`src/rtl/seq0_sel_cfg.svh`:
```
// Offsets, field positions, reset values for the sequencer 0 input select register
`ifndef SEQ0_SEL_CFG_SVH
`define SEQ0_SEL_CFG_SVH
`define SEL_REG_OFFSET 8'h40
`define STEP_REG_OFFSET 8'h44
`define SEL_RESET 32'h0000_0000
`define SEL_FIELD_LSB(n) (4 * (n))
`define SEL_WRITE_MASK 32'h3333_3333
`define SLOT_COUNT 8
`endif

```
`src/rtl/seq0_sel_pkg.sv`:
```
// Types shared by the sequencer 0 input select logic
package seq0_sel_pkg;
   typedef logic [1:0] input_sel_type;
   typedef logic [2:0] slot_idx_type;
endpackage : seq0_sel_pkg

```
`src/rtl/seq0_input_select.sv`:
```
// Sequencer 0 input select register and analog mux selection
//
// Design decisions made here: the address-and-strobe port and the register offsets.
`timescale 1ns/1ps
`default_nettype none
`include "seq0_sel_cfg.svh"
module seq0_input_select
   import seq0_sel_pkg::*;
(
   input wire logic clk_in,
   input wire logic sys_rst_in,
   input wire logic [7:0] addr_in,
   input wire logic [31:0] wdata_in,
   input wire logic wr_in,
   input wire logic rd_in,
   output logic [31:0] rdata_out,
   input wire logic step_start_in,
   input wire logic [2:0] step_slot_in,
   input wire logic conv_busy_in,
   output logic [1:0] analog_input_out,
   output logic [2:0] active_slot_out
);
   logic [31:0] sel_ff;
   logic [31:0] nxt_sel;
   logic [31:0] rdata_ff;
   logic [31:0] nxt_rdata;
   logic [1:0] mux_ff;
   logic [2:0] slot_ff;
   logic [1:0] picked;
   wire hit_sel = (addr_in == `SEL_REG_OFFSET);
   wire sel_wr = wr_in && hit_sel;
   wire sel_rd = rd_in && hit_sel;
   wire latch_step = step_start_in && !conv_busy_in;

   // Field n of a register word, n counted from zero
   function automatic input_sel_type field_of(input logic [31:0] word, input slot_idx_type idx);
      field_of = word[`SEL_FIELD_LSB(idx) +: 2];
   endfunction : field_of

   // Named per-slot views of the register, slot1 is the first sample step
   wire [1:0] slot1_input_sel = field_of(sel_ff, 3'h0);
   wire [1:0] slot2_input_sel = field_of(sel_ff, 3'h1);
   wire [1:0] slot3_input_sel = field_of(sel_ff, 3'h2);
   wire [1:0] slot4_input_sel = field_of(sel_ff, 3'h3);
   wire [1:0] slot5_input_sel = field_of(sel_ff, 3'h4);
   wire [1:0] slot6_input_sel = field_of(sel_ff, 3'h5);
   wire [1:0] slot7_input_sel = field_of(sel_ff, 3'h6);
   wire [1:0] slot8_input_sel = field_of(sel_ff, 3'h7);

   // Register write, reserved bits stay zero
   assign nxt_sel = sel_wr ? (wdata_in & `SEL_WRITE_MASK) : sel_ff;
   // Read data, unmapped reads as zero
   assign nxt_rdata = sel_rd ? sel_ff : 32'h0000_0000;

   slot_field_pick u_pick (
      .reg_word_in(sel_ff),
      .slot_in(step_slot_in),
      .field_out(picked)
   );

   always_ff @(posedge clk_in) begin
      if (sys_rst_in) begin
         sel_ff <= `SEL_RESET;
         rdata_ff <= 32'h0000_0000;
      end else begin
         sel_ff <= nxt_sel;
         rdata_ff <= nxt_rdata;
      end
   end

   // Field captured at step start, held for the conversion
   always_ff @(posedge clk_in) begin
      if (sys_rst_in) begin
         mux_ff <= 2'h0;
         slot_ff <= 3'h0;
      end else if (latch_step) begin
         mux_ff <= picked;
         slot_ff <= step_slot_in;
      end
   end

   assign rdata_out = rdata_ff;
   assign analog_input_out = mux_ff;
   assign active_slot_out = slot_ff;
endmodule : seq0_input_select
`default_nettype wire

```
`src/rtl/slot_field_pick.sv`:
```
// Selects one slot field out of the input select register
`timescale 1ns/1ps
`default_nettype none
`include "seq0_sel_cfg.svh"
module slot_field_pick
   import seq0_sel_pkg::*;
(
   input wire logic [31:0] reg_word_in,
   input wire logic [2:0] slot_in,
   output logic [1:0] field_out
);
   // Field n sits at bits 4n+1:4n
   function automatic logic [1:0] pick_field(input logic [31:0] w, input logic [2:0] s);
      logic [4:0] lsb;
      lsb = {s, 2'b00};
      pick_field = w[lsb +: 2];
   endfunction : pick_field

   assign field_out = pick_field(reg_word_in, slot_in);
endmodule : slot_field_pick
`default_nettype wire

```
`config.mk`:
```
export PLATFORM = sky130hd
export DESIGN_NAME = seq0_input_select
export DESIGN_NICKNAME = d
export VERILOG_FILES = /design/src/rtl/seq0_sel_pkg.sv /design/src/rtl/seq0_input_select.sv /design/src/rtl/slot_field_pick.sv
export VERILOG_INCLUDE_DIRS = /design/src /design/src/rtl
export SDC_FILE = /design/constraint.sdc
export NUM_CORES = 1
export LEC_CHECK = 0
export ABC_AREA = 1
export BUFFER_PORTS_ARGS = -buffer_cell sky130_fd_sc_hd__buf_2
export CAP_MARGIN = 30
export CORE_ASPECT_RATIO = 0.7
export CORE_MARGIN = 2
export CORE_UTILIZATION = 49
export CTS_BUF_LIST = sky130_fd_sc_hd__clkbuf_2 sky130_fd_sc_hd__clkbuf_4 sky130_fd_sc_hd__clkbuf_8
export CTS_CLUSTER_SIZE = 28
export DETAILED_ROUTE_END_ITERATION = 10
export GPL_TIMING_DRIVEN = 0
export PLACE_DENSITY = 0.94
export SYNTH_ARGS = -nofsm -noshare
export SYNTH_HDL_FRONTEND = slang
export SYNTH_SLANG_ARGS = --single-unit
```
`constraint.sdc`:
```
create_clock -name clk_in -period 1.6 [get_ports clk_in]
set_input_delay 0.08 -clock clk_in [delete_from_list [all_inputs] [get_ports clk_in]]
set_output_delay 0.08 -clock clk_in [all_outputs]
set_load 0.02 [all_outputs]
```
==> impl_metrics.json <==
{
  "status": "complete, no violations",
  "synth.area.top_cells": "dfxtp_1, nand2_1, nand3_1",
  "ys_seq_elements": 37,
  "power_density_mw_per_mm2": 869,
  "routed_wl_um": 3330,
  "yosysTopAreaCellShare_pct": 46.5,
  "fp.dieH_um": 51.7,
  "fin_ws_ps": 670,
  "ctsResizeCount": 0,
  "placed_cell_area_mm2": 0.00195,
  "postCtsHoldBufs": 0,
  "cp-end-kind": "register",
  "syn-cell-area_mm2": 0.00159,
  "grt_pass1_vias": 1288,
  "tritoncts": "done",
  "ant_nets": 0,
  "crit_start": "sel_ff[16]",
  "layout_common_cells": "buf_2, nand2_1, dfxtp_1",
  "worstRegToRegCells": 8,
  "core-area_mm2": 0.00313,
  "swShare_pct": 23.1,
  "reg2reg_from": "sel_ff[16]",
  "cpMostUsedCell": "nand2_1",
  "setup-violations-final": 0,
  "yosysSeqAreaShare_pct": 46.5,
  "drc": 0,
  "clkLatencyLatePin_ps": 290,
  "fin_nets": 325,
  "clk_pin_slew_worst_paths_ps": 70,
  "required_ps": 1790,
  "drt_iter0_drc": 57,
  "dp_hpwl_um": 2660,
  "min_period_ps": 930,
  "max_stage_delay_ps": 320,
  "synth_edf_count": 0,
  "p_sw_mw": 0.409,
  "rows": 17,
  "fillCellCount": 278,
  "postSynthAreaPerCell_um2": 7.80,
  "die_area_mm2": 0.00373,
  "slowest_stage": "dfxtp_1",
  "internal_power_mw": 1.36,
  "p_clk_share_pct": 37.0,
  "grt_use_total_pct": 19.1,
  "antenna_cells": 0,
  "regToRegSetupSlack_ps": 670,
  "pre_cts_ws_ps": 463,
  "drv_slew": 0,
  "r2r_end": "analog_input_out[0]",
  "post-cts-setup-buffer-count": 0,
  "h-tree-depth": 2,
  "criticalPathCategory": "reg -> reg",
  "antenna_found_initial": 0,
  "grt_pass1_wl_um": 5430,
  "ioPinCount": 86,
  "cts-root-buf": "clkbuf_8",
  "drive_gt1_share_pct": 34.4,
  "clock.fmax_ghz": 1.07,
  "overflow": 0,
  "grt_max_degree": 11,
  "synth_ff_type": "dfxtp_1",
  "vias_per_cell": 4.55,
  "worstSetupEndpoint": "analog_input_out[0]",
  "place.gp.congestion": 0.972,
  "yosysWarnings": 0,
  "rsz0062_at_grt": "false",
  "finClkSkew_ps": 5.90,
  "start_util_pct": 50.9,
  "tns_ps": 0,
  "die_w_um": 72.1,
  "hp-class": "in -> reg",
  "cts_inserted_buffers": 5,
  "timing.final.hold_violations": 0,
  "areaGrowthSynthToFinish_pct": 27.9,
  "vias": 1430,
  "seq_power_share_pct": 52.7,
  "leakage_nw": 0.985,
  "fin_crit_sh_pct": 58.1,
  "place.port_buffers": 50,
  "combPwrFrac_pct": 10.3,
  "synth_top_cell_by_area": "dfxtp_1",
  "clkSinkCount": 37,
  "final_common_cell": "buf_2",
  "final_area_mm2": 0.00204,
  "synth_cell_type_count": 19,
  "async_flop_share_pct": 0,
  "clk_path_buf_depth": 2,
  "first_pass_iters": 4,
  "synth_cells": 204,
  "ir_drop_v": 0.000324,
  "worstPathArrival_ps": 1120,
  "startpoint_type": "register",
  "cp_cell_sequence": "inv_1 > nand2_1 > nand3_1 > nand2_1 > nand2_1 > nand3_1 > nand2_1 > inv_1",
  "cp_max_fo": 2,
  "max-cap-violations": 0,
  "wl_per_cell_um": 10.6
}
## state kept, by name (all words and copies together), names as in the netlist
register          cells
active_slot_out       3
sel_ff               16
rdata_out            16
analog_input_out      2
## worst min-delay path by stage
stage / from / end / slack (ps) / cells after the start
after global placement: sys_rst_in / sel_ff[28] / 350 / 2
final: sys_rst_in / sel_ff[29] / 50 / 2
after detailed placement: sys_rst_in / sel_ff[29] / 340 / 2
after floorplan: step_slot_in[2] / active_slot_out[2] / 240 / 2
after global routing: wdata_in[28] / sel_ff[28] / 60 / 3
after CTS: sys_rst_in / sel_ff[29] / 40 / 2
## metal layers
metal	vias up	GRT usage, %	part of all wire, %
met5	-	0	0
met4	0	8.81	1.8
met3	9	6.20	10
met2	70	30.0	45
met1	606	24.0	43
li1	745	-	-
## power groups by stage
| stage | Combinational (mW) | Clock, mW | Sequential, mW |
|---|---|---|---|
| final | 0.182 | 0.655 | 0.932 |
| after global routing | 0.200 | 0.687 | 0.932 |
| after CTS | 0.179 | 0.658 | 0.932 |
| after detailed placement | 0.179 | 0 | 0.953 |
| after global placement | 0.176 | 0 | 0.952 |
| after floorplan | 0.116 | 0 | 0.960 |
## stage by stage
stage / total power, mW / hold WS [ps] / utilization [%] / instances
floorplan: 1.08 / 237 / - / 219
global placement: 1.13 / 348 / 62.2 / 307
detailed placement: 1.13 / 345 / 62.2 / 307
CTS: 1.77 / 42.3 / 65.1 / 314
global route: 1.82 / 60.7 / 65.1 / 314
finish: 1.77 / 47.5 / 65.1 / 314
## logic make-up (layout without fill, tap and decap cells)
| kind of cell | after synthesis | count (layout) | share of synthesized area, % |
|---|---|---|---|
| AOI/OAI and AO/OA | 21 | 21 | 6.60 |
| buffers and inverters | 49 | 106 | 17.1 |
| DFF | 37 | 37 | 46.5 |
| other | 1 | 16 | 0.236 |
| and+or+nand+nor | 96 | 96 | 29.5 |
## critical path: cells and delay by family (launching register included)
family                 cells  cell delay [ps]
buffers and inverters      2              140
AND/OR/NAND/NOR            6              370
flip-flops                 1              320
## layout make-up
class                           count  area [µm²]  share of cell area (%)
Multi-Input combinational cell    133         634                    31.2
Timing Repair Buffer               50         250                    12.3
Clock buffer                        7        90.1                    4.43
Tap cell                           38        47.5                    2.34
Inverter                           25        93.8                    4.61
Buffer                             24         179                    8.79
Sequential cell                    37         741                    36.4
## synthesized netlist by cell type (2+ instances only)
library cell	number
inv_1	24
buf_2	2
nor2_2	11
a21oi_1	18
nand2_1	41
clkbuf_1	2
buf_4	17
buf_6	3
nand3_1	28
nor2_1	11
o21ai_0	3
dfxtp_1	37
No activity file was read; power rests on OpenSTA's default activity.
